`config.mk`:
```
export PLATFORM = sky130hd
export DESIGN_NAME = beh_handler
export DESIGN_NICKNAME = d
export VERILOG_FILES = /design/src/hdl/beh_pkg.sv /design/src/hdl/beh_handler.sv /design/src/hdl/beh_fifo.sv /design/src/hdl/beh_timer.sv
export SDC_FILE = /design/constraint.sdc
export NUM_CORES = 1
export LEC_CHECK = 0
export ABC_AREA = 1
export BUFFER_PORTS_ARGS = -buffer_cell sky130_fd_sc_hd__buf_2
export CAP_MARGIN = 20
export CORE_MARGIN = 2
export CORE_UTILIZATION = 50
export CTS_BUF_LIST = sky130_fd_sc_hd__clkbuf_4 sky130_fd_sc_hd__clkbuf_8
export DETAILED_ROUTE_END_ITERATION = 6
export PLACE_DENSITY = 0.72
export SYNTH_ARGS = -nofsm -noshare
export SYNTH_HDL_FRONTEND = slang
export SYNTH_SLANG_ARGS = --single-unit
```
`constraint.sdc`:
```
create_clock -name CLOCK_I -period 7.2 [get_ports CLOCK_I]
set_input_delay 1.08 -clock CLOCK_I [delete_from_list [all_inputs] [get_ports CLOCK_I]]
set_output_delay 1.08 -clock CLOCK_I [all_outputs]
set_load 0.03 [all_outputs]
```
`src/hdl/beh_pkg.sv`:
```
// Constants and types for the context bus error handler.
// Assumes a single 125 MHz controller clock and synchronous active-low reset.
package beh_pkg;
   // ************************************************************
   // Event codes within the context event field
   // ************************************************************
   localparam logic [4:0] EVT_NONE       = 5'h00;
   localparam logic [4:0] EVT_DESC_READ  = 5'h10; // Arbitrary distinct encodings
   localparam logic [4:0] EVT_DATA_READ  = 5'h11;
   localparam logic [4:0] EVT_UNDERRUN   = 5'h12;
   localparam logic [4:0] EVT_ACK_MARK   = 5'h00;

   // ************************************************************
   // Acknowledge codes and flags
   // ************************************************************
   localparam logic [3:0] ACK_DATA_ERROR = 4'hD;
   localparam logic [3:0] ACK_NONE       = 4'h0;

   // ************************************************************
   // Stage encodings and reset values
   // ************************************************************
   localparam logic [1:0] STAGE_FETCH    = 2'h0;
   localparam logic [1:0] STAGE_PAYLOAD  = 2'h1;
   localparam logic [1:0] STAGE_STATUS   = 2'h2;
   localparam logic [15:0] STATUS_RESET  = 16'h0000;
   localparam logic [31:0] PTR_RESET     = 32'h0000_0000;

   // ************************************************************
   // Timing
   // ************************************************************
   localparam int CLOCK_MHZ        = 125;
   localparam int SPLIT_TIMEOUT_US = 100;
   localparam int SPLIT_TIMEOUT_CYC = SPLIT_TIMEOUT_US * CLOCK_MHZ;

   // ************************************************************
   // Data path
   // ************************************************************
   localparam int DATA_W     = 32;
   localparam int FIFO_DEPTH = 4;

   typedef enum {
      ST_IDLE,
      ST_RUN,
      ST_SPLIT_WAIT,
      ST_DRAIN,
      ST_HALTED
   } beh_state_e;
endpackage : beh_pkg

```
`src/hdl/beh_handler.sv`:
```
// Bus error handler for one descriptor-driven transmit context.
// Assumes the fetch engine, payload reader and link run on CLOCK_I and report
// host bus failures as one-cycle pulses tagged with the processing stage.
// Functional notes
// - Errors affect only this context; other contexts keep running untouched.
// - A context restart input recovers this context without a controller reset.
// - Response depends on failure stage, not kind of bus failure.
// - Descriptor fetch failure sets halted flag and loads fetch-failure code.
// - Fetch failure raises fatal error event, no context interrupt.
// - After fetch or status failure pointer stays inside the failing block.
// - Fetch failure writes no transfer outcome or remaining count.
// - Status write failure halts context, keeps intended status readable.
// - Status write failure raises fatal event, suppresses context interrupt.
// - With queued packets, failed status write waits a split timeout, drops responses.
// - After the wait and FIFO drain, set halted flag and fatal event.
// - Payload read failure keeps context running, records read or underrun code.
// - Failure before header entered FIFO aborts packet and moves on.
// - Failure after header stops feeding FIFO, truncating the packet.
// - Truncated packet: ack_data_error stores failure code, other acks stored as is.
// - No-ack truncated packets behave as if ack_data_error returned.
module beh_handler #(
   parameter int SPLIT_CYCLES = beh_pkg::SPLIT_TIMEOUT_CYC
) (
   // Clock and reset
   input  wire logic                      CLOCK_I,
   input  wire logic                      RST_B_I,
   // Context control
   input  wire logic                      RUN_I,
   input  wire logic                      RESTART_I,
   input  wire logic                      QUEUED_I,
   // Host bus failure report
   input  wire logic                      BUS_ERR_I,
   input  wire logic [1:0]                BUS_ERR_STAGE_I,
   input  wire logic                      UNDERRUN_I,
   // Descriptor tracking
   input  wire logic                      DESC_ADVANCE_I,
   input  wire logic [31:0]               DESC_ADDR_I,
   input  wire logic [15:0]               STATUS_WB_I,
   input  wire logic                      STATUS_WB_VALID_I,
   // Payload into output FIFO
   input  wire logic [beh_pkg::DATA_W-1:0] PAY_DATA_I,
   input  wire logic                      PAY_VALID_I,
   input  wire logic                      PAY_HEADER_I,
   input  wire logic                      PAY_LAST_I,
   output logic                           PAY_READY_O,
   // Link side
   output logic [beh_pkg::DATA_W-1:0]     LINK_DATA_O,
   output logic                           LINK_VALID_O,
   input  wire logic                      LINK_READY_I,
   input  wire logic                      ACK_VALID_I,
   input  wire logic [3:0]                ACK_CODE_I,
   input  wire logic                      NO_ACK_I,
   input  wire logic                      RESP_VALID_I,
   // Status outputs
   output logic                           HALTED_O,
   output logic [4:0]                     EVENT_CODE_O,
   output logic [15:0]                    KEPT_STATUS_O,
   output logic [31:0]                    DESC_PTR_O,
   output logic                           FATAL_EVENT_O,
   output logic                           CTX_INT_O,
   output logic                           OUTCOME_WE_O,
   output logic [4:0]                     OUTCOME_O,
   output logic                           ABORT_O,
   output logic                           RESP_DROP_O
);
   // ************************************************************
   // Declarations
   // ************************************************************
   beh_pkg::beh_state_e state_reg;
   logic        fetch_err;
   logic        pay_err;
   logic        stat_err;
   logic        header_in_reg;
   logic        truncating_reg;
   logic        trunc_pending_reg;
   logic [4:0]  fail_code_reg;
   logic        timer_start;
   logic        timer_busy;
   logic        timer_done;
   logic        fifo_empty;
   logic        fifo_in_ready;
   logic        fifo_out_valid;
   logic [beh_pkg::DATA_W-1:0] fifo_out_data;
   logic        fifo_push;

   // Stage alone picks the response
   assign fetch_err = BUS_ERR_I && (BUS_ERR_STAGE_I == beh_pkg::STAGE_FETCH);
   assign pay_err   = BUS_ERR_I && (BUS_ERR_STAGE_I == beh_pkg::STAGE_PAYLOAD);
   assign stat_err  = BUS_ERR_I && (BUS_ERR_STAGE_I == beh_pkg::STAGE_STATUS);

   function automatic logic [4:0] read_code(input logic underrun);
      read_code = underrun ? beh_pkg::EVT_UNDERRUN : beh_pkg::EVT_DATA_READ;
   endfunction : read_code

   // ************************************************************
   // Output FIFO
   // ************************************************************
   // Feeding stops once truncating, so the link sends a short packet
   assign fifo_push   = PAY_VALID_I && !truncating_reg && !pay_err &&
                        (state_reg == beh_pkg::ST_RUN);
   assign PAY_READY_O = fifo_in_ready && (state_reg == beh_pkg::ST_RUN);

   beh_fifo #(
      .WIDTH (beh_pkg::DATA_W),
      .DEPTH (beh_pkg::FIFO_DEPTH)
   ) u_fifo (
      .clk_i       (CLOCK_I),
      .rst_b_i     (RST_B_I),
      .in_data_i   (PAY_DATA_I),
      .in_valid_i  (fifo_push),
      .in_ready_o  (fifo_in_ready),
      .out_data_o  (fifo_out_data),
      .out_valid_o (fifo_out_valid),
      .out_ready_i (LINK_READY_I && !LINK_VALID_O),
      .flush_i     (RESTART_I),
      .empty_o     (fifo_empty)
   );

   // Output register stage keeps link outputs straight from flops
   always_ff @(posedge CLOCK_I)
   begin
      if (!RST_B_I)
      begin
         LINK_DATA_O  <= '0;
         LINK_VALID_O <= 1'b0;
      end
      else if (LINK_VALID_O && LINK_READY_I)
      begin
         LINK_VALID_O <= 1'b0;
      end
      else if (!LINK_VALID_O && fifo_out_valid && LINK_READY_I)
      begin
         LINK_DATA_O  <= fifo_out_data;
         LINK_VALID_O <= 1'b1;
      end
   end

   // ************************************************************
   // Split timeout
   // ************************************************************
   assign timer_start = stat_err && QUEUED_I && (state_reg == beh_pkg::ST_RUN);

   beh_timer #(
      .COUNT (SPLIT_CYCLES)
   ) u_timer (
      .clk_i   (CLOCK_I),
      .rst_b_i (RST_B_I && !RESTART_I),
      .start_i (timer_start),
      .busy_o  (timer_busy),
      .done_o  (timer_done)
   );

   // ************************************************************
   // Context state
   // ************************************************************
   // Only this context's state reacts; no shared controller state is touched
   always_ff @(posedge CLOCK_I)
   begin
      if (!RST_B_I)
      begin
         state_reg <= beh_pkg::ST_IDLE;
      end
      else if (RESTART_I)
      begin
         state_reg <= beh_pkg::ST_IDLE;
      end
      else
      begin
         case (state_reg)
            beh_pkg::ST_IDLE:
            begin
               if (RUN_I)
               begin
                  state_reg <= beh_pkg::ST_RUN;
               end
            end
            beh_pkg::ST_RUN:
            begin
               if (fetch_err)
               begin
                  state_reg <= beh_pkg::ST_HALTED;
               end
               else if (timer_start)
               begin
                  state_reg <= beh_pkg::ST_SPLIT_WAIT;
               end
               else if (stat_err)
               begin
                  state_reg <= beh_pkg::ST_HALTED;
               end
            end
            beh_pkg::ST_SPLIT_WAIT:
            begin
               if (timer_done)
               begin
                  state_reg <= beh_pkg::ST_DRAIN;
               end
            end
            beh_pkg::ST_DRAIN:
            begin
               if (fifo_empty && !LINK_VALID_O)
               begin
                  state_reg <= beh_pkg::ST_HALTED;
               end
            end
            default:
            begin
               state_reg <= state_reg;
            end
         endcase
      end
   end

   always_ff @(posedge CLOCK_I)
   begin
      if (!RST_B_I)
      begin
         HALTED_O      <= 1'b0;
         EVENT_CODE_O  <= beh_pkg::EVT_NONE;
         KEPT_STATUS_O <= beh_pkg::STATUS_RESET;
         FATAL_EVENT_O <= 1'b0;
      end
      else if (RESTART_I)
      begin
         HALTED_O      <= 1'b0;
         EVENT_CODE_O  <= beh_pkg::EVT_NONE;
         FATAL_EVENT_O <= 1'b0;
      end
      else if (state_reg == beh_pkg::ST_RUN && fetch_err)
      begin
         HALTED_O      <= 1'b1;
         EVENT_CODE_O  <= beh_pkg::EVT_DESC_READ;
         FATAL_EVENT_O <= 1'b1;
      end
      else if (state_reg == beh_pkg::ST_RUN && stat_err)
      begin
         KEPT_STATUS_O <= STATUS_WB_I;
         if (!QUEUED_I)
         begin
            HALTED_O      <= 1'b1;
            FATAL_EVENT_O <= 1'b1;
         end
      end
      else if (state_reg == beh_pkg::ST_DRAIN && fifo_empty && !LINK_VALID_O)
      begin
         HALTED_O      <= 1'b1;
         FATAL_EVENT_O <= 1'b1;
      end
   end

   // Pointer freezes on the failing descriptor; it moves only while running
   always_ff @(posedge CLOCK_I)
   begin
      if (!RST_B_I)
      begin
         DESC_PTR_O <= beh_pkg::PTR_RESET;
      end
      else if (DESC_ADVANCE_I && state_reg == beh_pkg::ST_RUN && !BUS_ERR_I)
      begin
         DESC_PTR_O <= DESC_ADDR_I;
      end
   end

   // Context interrupt is only a completed, error-free write-back
   always_ff @(posedge CLOCK_I)
   begin
      if (!RST_B_I)
      begin
         CTX_INT_O <= 1'b0;
      end
      else
      begin
         CTX_INT_O <= STATUS_WB_VALID_I && !BUS_ERR_I &&
                      state_reg == beh_pkg::ST_RUN;
      end
   end

   // Responses during the split wait are dropped
   always_ff @(posedge CLOCK_I)
   begin
      if (!RST_B_I)
      begin
         RESP_DROP_O <= 1'b0;
      end
      else
      begin
         RESP_DROP_O <= RESP_VALID_I && (state_reg == beh_pkg::ST_SPLIT_WAIT ||
                                         timer_busy);
      end
   end

   // ************************************************************
   // Payload read failure
   // ************************************************************
   always_ff @(posedge CLOCK_I)
   begin
      if (!RST_B_I || RESTART_I)
      begin
         header_in_reg     <= 1'b0;
         truncating_reg    <= 1'b0;
         trunc_pending_reg <= 1'b0;
         fail_code_reg     <= beh_pkg::EVT_NONE;
      end
      else if (state_reg == beh_pkg::ST_RUN)
      begin
         if (fifo_push && PAY_HEADER_I)
         begin
            header_in_reg <= 1'b1;
         end
         if (pay_err && (header_in_reg || (fifo_push && PAY_HEADER_I)))
         begin
            truncating_reg    <= 1'b1;
            trunc_pending_reg <= 1'b1;
            fail_code_reg     <= read_code(UNDERRUN_I);
         end
         if (PAY_VALID_I && PAY_READY_O && PAY_LAST_I)
         begin
            header_in_reg  <= 1'b0;
            truncating_reg <= 1'b0;
         end
         if (trunc_pending_reg && (ACK_VALID_I || NO_ACK_I))
         begin
            trunc_pending_reg <= 1'b0;
         end
      end
   end

   // Outcome written to the last output descriptor; never on fetch failure
   always_ff @(posedge CLOCK_I)
   begin
      if (!RST_B_I)
      begin
         OUTCOME_WE_O <= 1'b0;
         OUTCOME_O    <= beh_pkg::EVT_NONE;
         ABORT_O      <= 1'b0;
      end
      else
      begin
         OUTCOME_WE_O <= 1'b0;
         ABORT_O      <= 1'b0;
         if (state_reg == beh_pkg::ST_RUN && !fetch_err)
         begin
            if (pay_err && !header_in_reg && !(fifo_push && PAY_HEADER_I))
            begin
               ABORT_O      <= 1'b1;
               OUTCOME_WE_O <= 1'b1;
               OUTCOME_O    <= read_code(UNDERRUN_I);
            end
            else if (trunc_pending_reg && NO_ACK_I)
            begin
               OUTCOME_WE_O <= 1'b1;
               OUTCOME_O    <= fail_code_reg;
            end
            else if (trunc_pending_reg && ACK_VALID_I)
            begin
               OUTCOME_WE_O <= 1'b1;
               OUTCOME_O    <= (ACK_CODE_I == beh_pkg::ACK_DATA_ERROR) ?
                               fail_code_reg : {1'b0, ACK_CODE_I};
            end
         end
      end
   end

   // ************************************************************
   // Checks
   // ************************************************************
   chk_fetch_halts: assert property (@(posedge CLOCK_I) disable iff (!RST_B_I)
      (state_reg == beh_pkg::ST_RUN && fetch_err && !RESTART_I) |=>
      HALTED_O && EVENT_CODE_O == beh_pkg::EVT_DESC_READ)
      else $error("fetch failure did not halt");
   chk_fetch_fatal: assert property (@(posedge CLOCK_I) disable iff (!RST_B_I)
      (state_reg == beh_pkg::ST_RUN && fetch_err && !RESTART_I) |=>
      FATAL_EVENT_O && !CTX_INT_O)
      else $error("fetch failure interrupt wrong");
   chk_fetch_no_outcome: assert property (@(posedge CLOCK_I) disable iff (!RST_B_I)
      (state_reg == beh_pkg::ST_RUN && fetch_err) |=> !OUTCOME_WE_O)
      else $error("outcome written on fetch failure");
   chk_ptr_frozen: assert property (@(posedge CLOCK_I) disable iff (!RST_B_I)
      HALTED_O |=> $stable(DESC_PTR_O))
      else $error("pointer moved while halted");
   chk_status_kept: assert property (@(posedge CLOCK_I) disable iff (!RST_B_I)
      (state_reg == beh_pkg::ST_RUN && stat_err && !RESTART_I) |=>
      KEPT_STATUS_O == $past(STATUS_WB_I))
      else $error("intended status not kept");
   chk_status_fatal: assert property (@(posedge CLOCK_I) disable iff (!RST_B_I)
      (state_reg == beh_pkg::ST_RUN && stat_err && !QUEUED_I && !RESTART_I) |=>
      FATAL_EVENT_O && HALTED_O && !CTX_INT_O)
      else $error("status failure interrupt wrong");
   chk_wait_drops: assert property (@(posedge CLOCK_I) disable iff (!RST_B_I)
      (state_reg == beh_pkg::ST_SPLIT_WAIT && RESP_VALID_I) |=> RESP_DROP_O)
      else $error("response kept during split wait");
   chk_drain_halt: assert property (@(posedge CLOCK_I) disable iff (!RST_B_I)
      (state_reg == beh_pkg::ST_DRAIN && fifo_empty && !LINK_VALID_O && !RESTART_I)
      |=> HALTED_O && FATAL_EVENT_O)
      else $error("drain did not halt");
   chk_truncate_stops: assert property (@(posedge CLOCK_I) disable iff (!RST_B_I)
      truncating_reg |-> !fifo_push)
      else $error("fed fifo while truncating");
   chk_no_ack_error: assert property (@(posedge CLOCK_I) disable iff (!RST_B_I)
      (state_reg == beh_pkg::ST_RUN && trunc_pending_reg && NO_ACK_I && !pay_err
       && !RESTART_I) |=> OUTCOME_WE_O && OUTCOME_O == $past(fail_code_reg))
      else $error("no-ack truncation code wrong");

   cov_fetch_fail: cover property (@(posedge CLOCK_I) fetch_err && state_reg == beh_pkg::ST_RUN);
   cov_split_wait: cover property (@(posedge CLOCK_I) state_reg == beh_pkg::ST_SPLIT_WAIT);
   cov_truncate: cover property (@(posedge CLOCK_I) trunc_pending_reg && ACK_VALID_I);
   cov_abort: cover property (@(posedge CLOCK_I) ABORT_O);
endmodule : beh_handler

```
`src/hdl/beh_fifo.sv`:
```
// Small synchronous FIFO with valid/ready on both sides.
// Assumes one clock and synchronous active-low reset.
module beh_fifo #(
   parameter int WIDTH = 32,
   parameter int DEPTH = 4
) (
   // Clock and reset
   input  wire logic             clk_i,
   input  wire logic             rst_b_i,
   // Fill side
   input  wire logic [WIDTH-1:0] in_data_i,
   input  wire logic             in_valid_i,
   output logic                  in_ready_o,
   // Drain side
   output logic [WIDTH-1:0]      out_data_o,
   output logic                  out_valid_o,
   input  wire logic             out_ready_i,
   // Flush control and status
   input  wire logic             flush_i,
   output logic                  empty_o
);
   localparam int AW = $clog2(DEPTH);
   logic [WIDTH-1:0] mem [DEPTH];
   logic [AW-1:0]    wr_ptr_reg;
   logic [AW-1:0]    rd_ptr_reg;
   logic [AW:0]      count_reg;
   logic             push;
   logic             pop;

   function automatic logic [AW-1:0] ptr_inc(input logic [AW-1:0] p);
      ptr_inc = (p == AW'(DEPTH - 1)) ? '0 : p + 1'b1;
   endfunction : ptr_inc

   assign in_ready_o  = (count_reg != (AW+1)'(DEPTH));
   assign out_valid_o = (count_reg != '0);
   assign empty_o     = (count_reg == '0);
   assign out_data_o  = mem[rd_ptr_reg];
   assign push        = in_valid_i && in_ready_o && !flush_i;
   assign pop         = out_valid_o && out_ready_i && !flush_i;

   always_ff @(posedge clk_i)
   begin
      if (push)
      begin
         mem[wr_ptr_reg] <= in_data_i;
      end
   end

   always_ff @(posedge clk_i)
   begin
      if (!rst_b_i || flush_i)
      begin
         wr_ptr_reg <= '0;
         rd_ptr_reg <= '0;
         count_reg  <= '0;
      end
      else
      begin
         if (push)
         begin
            wr_ptr_reg <= ptr_inc(wr_ptr_reg);
         end
         if (pop)
         begin
            rd_ptr_reg <= ptr_inc(rd_ptr_reg);
         end
         if (push && !pop)
         begin
            count_reg <= count_reg + 1'b1;
         end
         else if (pop && !push)
         begin
            count_reg <= count_reg - 1'b1;
         end
      end
   end

   chk_fifo_no_overflow: assert property (@(posedge clk_i) disable iff (!rst_b_i)
      count_reg <= (AW+1)'(DEPTH))
      else $error("fifo count above depth");
endmodule : beh_fifo

```
`src/hdl/beh_timer.sv`:
```
// Split-timeout wait counter.
// Assumes one clock; start is a one-cycle pulse from the same domain.
module beh_timer #(
   parameter int COUNT = 12500
) (
   // Clock and reset
   input  wire logic clk_i,
   input  wire logic rst_b_i,
   // Control
   input  wire logic start_i,
   output logic      busy_o,
   output logic      done_o
);
   logic [31:0] cnt_reg;

   always_ff @(posedge clk_i)
   begin
      if (!rst_b_i)
      begin
         cnt_reg <= 32'h0000_0000;
         busy_o  <= 1'b0;
         done_o  <= 1'b0;
      end
      else
      begin
         done_o <= 1'b0;
         if (start_i)
         begin
            cnt_reg <= 32'(COUNT - 1);
            busy_o  <= 1'b1;
         end
         else if (busy_o)
         begin
            if (cnt_reg == 32'h0000_0000)
            begin
               busy_o <= 1'b0;
               done_o <= 1'b1;
            end
            else
            begin
               cnt_reg <= cnt_reg - 1'b1;
            end
         end
      end
   end
endmodule : beh_timer

```
== Word-level counts from Yosys, hierarchy flattened ==
Memories as Yosys holds them, arrays and structs flattened. A register that Yosys moved wholly into a read port is not among the register bits.
Index checks and enable logic that the tools add are counted.
Cells by class
  multiplexer cells: 38
  bitwise operators: 7
  add/sub/neg operators: 5
  multiply operators: 0
  reductions and logical operators: 85
  divide/modulo/power cells: 0
  equal/unequal tests: 18
  shift-type cells: 0
  magnitude comparators: 0
Operator list (number)
  2-to-1 mux 32 bit: 6
  one-hot mux 32 bit (4 select lines): 1
  equality test 32 x 2 -> 1 bit, second input constant: 3
  equality test 32 x 3 -> 1 bit, second input constant: 2
  zero test 32 bit: 2
  2-to-1 mux 14 bit: 3
  logical AND 1 bit: 40
  equality test 32 x 1 -> 1 bit, second input constant: 1
  subtractor 32 x 1 -> 32 bit, second input constant: 1
  2-to-1 mux 5 bit: 4
  AND reduction 2 bit: 10
  2-to-1 mux 1 bit: 19
  zero test 1 bit: 12
  nonzero test 2 bit: 5
  nonzero test 3 bit: 3
  NOT 1 bit: 7
  equality test 2 bit, second input constant: 3
  2-to-1 mux 2 bit: 3
  2-to-1 mux 3 bit: 2
  inequality test 2 bit, second input constant: 3
  inequality test 3 bit, second input constant: 2
  OR reduction 2 bit: 3
  AND reduction 5 bit: 1
  adder 2 x 1 -> 2 bit, second input constant: 2
  other kinds (12): 15
Word-level totals
  memory bits (read-only): 0
  memories kept: 1
  logic and storage cells: 176
  bits in writable memories: 128
  latch bits: 0
  output and inout port bits: 98
  input port bits: 102
  register bits after elaboration: 141
Memory list
  u_fifo.mem: words 4, width 32, read ports 1, clocked after memory_dff 1, write ports 1, line beh_fifo.sv:23  | logic [WIDTH-1:0] mem [DEPTH];

== Depth between registers and ports, before layout ==
  depth in word-level cells: 11
  depth in mapped cells: 13
  depth with buffers taken out: 13

== Cells and area by module ==
From an unflattened synthesis, not the netlist that was laid out.
Unflattened totals
  cell total of the unflattened synthesis: 1259
  area total of the unflattened synthesis: 11454.7 sq um
By module, submodules not included
  beh_fifo: seq. area each 4023.9 sq um, cells an instance 384, times used 1, area an instance 5297.6 sq um
  beh_handler: seq. area each 2021.9 sq um, cells an instance 501, times used 1, area an instance 3888.7 sq um
  beh_timer: seq. area each 680.7 sq um, cells an instance 374, times used 1, area an instance 2268.4 sq um

== Least setup slack after synthesis ==
No wires, ideal clock.
  path kind: input -> register
  start point: input BUS_ERR_STAGE_I[1]
  end point: memory u_fifo.mem[0][0], enable pin
  slack: 3.872 ns
  stages: 6
  setup time: 0.421 ns
  arrival: 2.907 ns
  required time: 6.779 ns
  buffers on the path: 0
  path through: inv_1 > nand3_1 > nand2_1 > nor2_1 > nand2_1 > nor2_1
On the way
  longest elaborated chain between the ends: 9
Ends and longest elaborated chain
  start, declared: line beh_handler.sv:33  | input wire logic [1:0] BUS_ERR_STAGE_I,
  equality test 2 x 1 -> 1 bit: line beh_handler.sv:88  | assign pay_err = BUS_ERR_I && (BUS_ERR_STAGE_I == beh_pkg::STAGE_PAYLOAD);
  logical AND 1 bit: line beh_handler.sv:88
  zero test 1 bit: line beh_handler.sv:99  | assign fifo_push = PAY_VALID_I && !truncating_reg && !pay_err &&
  logical AND 1 bit (2 in a row): line beh_handler.sv:99
  logical AND 1 bit (2 in a row): line beh_fifo.sv:38  | assign push = in_valid_i && in_ready_o && !flush_i;
  2-to-1 mux 1 bit: line beh_fifo.sv:43  | if (push)
  2-to-1 mux 1 bit (not written as such): line beh_fifo.sv:45  | mem[wr_ptr_reg] <= in_data_i;
  end, declared: line beh_fifo.sv:23
Every way passes these cells.

== Worst setup path in the final report ==
  start point: input RST_B_I
  end point: register u_timer.done_o
On the way
  longest elaborated chain between the ends: 3
Ends and longest elaborated chain
  start, declared: line beh_handler.sv:26  | input wire logic RST_B_I,
  logical AND 1 bit: line beh_handler.sv:147  | .rst_b_i (RST_B_I && !RESTART_I),
  NOT 1 bit (no line)
  OR reduction 3 bit (no line)
  end signal, assigned: line beh_timer.sv:22  | done_o <= 1'b0;
  end signal, assigned: line beh_timer.sv:26  | done_o <= 1'b0;
  end signal, assigned: line beh_timer.sv:37  | done_o <= 1'b1;
  end, declared: line beh_timer.sv:12  | output logic done_o
Every way passes these cells.
A chain may end at the register's enable or synchronous reset.

==> results.cfg <==
[outcome]
status = finished, final reports clean

[floorplan]
die_x_um = 153
ios = 200
placementRows = 54
initial_core_util = 0.509
die_area_mm2 = 0.0233
core_mm2 = 0.0218
die_h_um = 153

[sta]
fin_skew_ns = 0.0221
setup_viol = 0
hold_violations = 0
post-route-period-util = 0.514
min_period_ns = 3.70
maxSlewHeadroom = 0.370
grt_setup_unrepaired = false
worst_pin_slew_ns = 0.944
drv_slew = 0
tns_ns = 0
max_freq_mhz = 270

[yosys]
yosysUniqueCellTypes = 36
synth-seq-area-share = 0.604
synth_top_cell_area_share = 0.347
syn_area_per_cell_um2 = 9.04
yosysWarnings = 0
synth_cells = 1224
yosysTopAreaCell = edfxtp_1
netlist_area_mm2 = 0.0111
synth_commonest_cells = nor2_1 (329), o21ai_0 (158), dfxtp_1 (142), nand2_1 (139), edfxtp_1 (128)
async_reset_ff_frac = 0
synth.area.top_cells = edfxtp_1 (35%), dfxtp_1 (26%), nor2_1 (11%)
synth_edf_count = 128
ys.flop_type = dfxtp_1
yosysMostFrequentCell = nor2_1
ys_ff_latch = 270

[worst_setup_path]
cp.required_ns = 7.65
path_class = input pin to flip-flop
end_kind = flip-flop
crit_fanout = 87
crit_arrival_ns = 4.15
start_kind = input pin

[grt]
antenna_found_initial = 1
grt_usage = 0.226
overflow = 0
grt_max_degree = 88
grt_pass1_wl_um = 43200
first_global_vias = 8690

[route]
vias = 8979
drcViolationCount = 0
wirelength_um = 26600
postRouteAntennaNets = 0
drt-wirelength-per-cell_um = 15.3
dr.pass1.iters = 7
dr.first_iter.drc_count = 604
viasPerCell = 5.18

[clock_network]
clkTransAtPathRegs_ns = 0.06
insertion_delay_ns = 0.56
root_buffer = clkbuf_8
clockBufferDepth = 3
post_cts_buffers = 0
post_cts_resize_count = 0
cts_hold_buf = 0
cts_buffers = 43
clock_sinks = 270
htreeDepth = 2
cts_tree = yes

[layout]
final_core_util = 0.601
fillers = 1903
final_nets = 1528
layout.cells.non_filler = 1732
regMostFlops = u_fifo.mem
multi_input_area_mm2 = 0.00381
syn2layout_area_growth_pct = 18.2
diodes = 0
largest_register_ffs = 128
drive_above_1_share = 0.215
final_area_mm2 = 0.0131
seq_area_mm2 = 0.00669

[hold_path]
hold_class = flip-flop to flip-flop

[placement]
numPortBuffers = 195
dpl.hpwl_um = 17300
placed_area_mm2 = 0.0122
gp_congestion = 0.923
dp_cells = 1652

[flow_run]
cap_violations = 0

[pwr]
p_total_mw = 3.09
ir_worst_vdd_mv = 0.181
power_density_mw_per_mm2 = 237
power_leakage_nw = 5.51
## through the flow
| step | hold WS [ns] | setup slack, ns |
|---|---|---|
| detailed placement | 0.458 | 2.96 |
| finish | 0.460 | 3.50 |
| floorplan | 0.430 | 3.87 |
| CTS | 0.466 | 3.50 |
| global placement | 0.446 | 3.11 |
| global route | 0.489 | 3.09 |
## power breakdown
part	total [mW]	leakage (nW)	switching, mW	internal (mW)
Clock	1.31	0.472	0.589	0.722
Sequential	1.63	2.30	0.00878	1.62
Combinational	0.153	2.74	0.103	0.0502
## final cells by class
type                            count  share of cell area
Sequential cell                   270               0.511
Multi-Input combinational cell    819               0.291
Timing Repair Buffer              206              0.0809
Clock buffer                       66              0.0618
Tap cell                          280              0.0268
Inverter                           77              0.0223
Clock inverter                     14             0.00583
## final timing paths
kind,start,end,slack (ns),cells after the start
min reg2reg,fail_code_reg[4]$_SDFFE_PN0P_,fail_code_reg[4]$_SDFFE_PN0P_,0.46,2
min,fail_code_reg[4]$_SDFFE_PN0P_,fail_code_reg[4]$_SDFFE_PN0P_,0.46,2
max,RST_B_I,u_timer.done_o$_SDFF_PP0_,3.50,8
max reg2reg,state_reg[0]$_SDFFE_PN0P_,u_fifo.count_reg[2]$_SDFFE_PN0P_,4.55,13
## critical path, stage by stage
cell and delay, ns:
buf_2 0.08, buf_4 0.60, inv_1 0.25, nor2_1 0.65, inv_1 0.47, nor2_2 0.33
clkinv_2 0.36, nor4_1 0.27
## kinds of logic after synthesis
family,after synthesis,share of synthesized area
xor+xnor,17,0.0135
other cells,1,0.000339
compound gates,258,0.124
simple gates,531,0.193
buf+inv,138,0.0540
flops,270,0.604
fa+ha+maj,9,0.0109
## layer usage
metal | routed length [µm] | vias up | global-route usage
li1 | - | 4464 | -
met1 | 11500 | 4128 | 0.277
met2 | 12400 | 325 | 0.388
met3 | 1930 | 60 | 0.0580
met4 | 701 | 2 | 0.0785
met5 | 13 | - | 0
## placed cells by master, fill, tap and decap left out, drive strengths merged, types with 9 or more instances in the layout
| cell type | count |
|---|---|
| a21oi | 52 |
| a31oi | 32 |
| buf | 206 |
| clkbuf | 66 |
| clkinv | 13 |
| dfxtp | 142 |
| edfxtp | 128 |
| inv | 77 |
| nand2 | 144 |
| nand3 | 38 |
| nor2 | 332 |
| o21ai | 170 |
| xor2 | 9 |
Note: power is estimated with default switching activity, not from simulation.
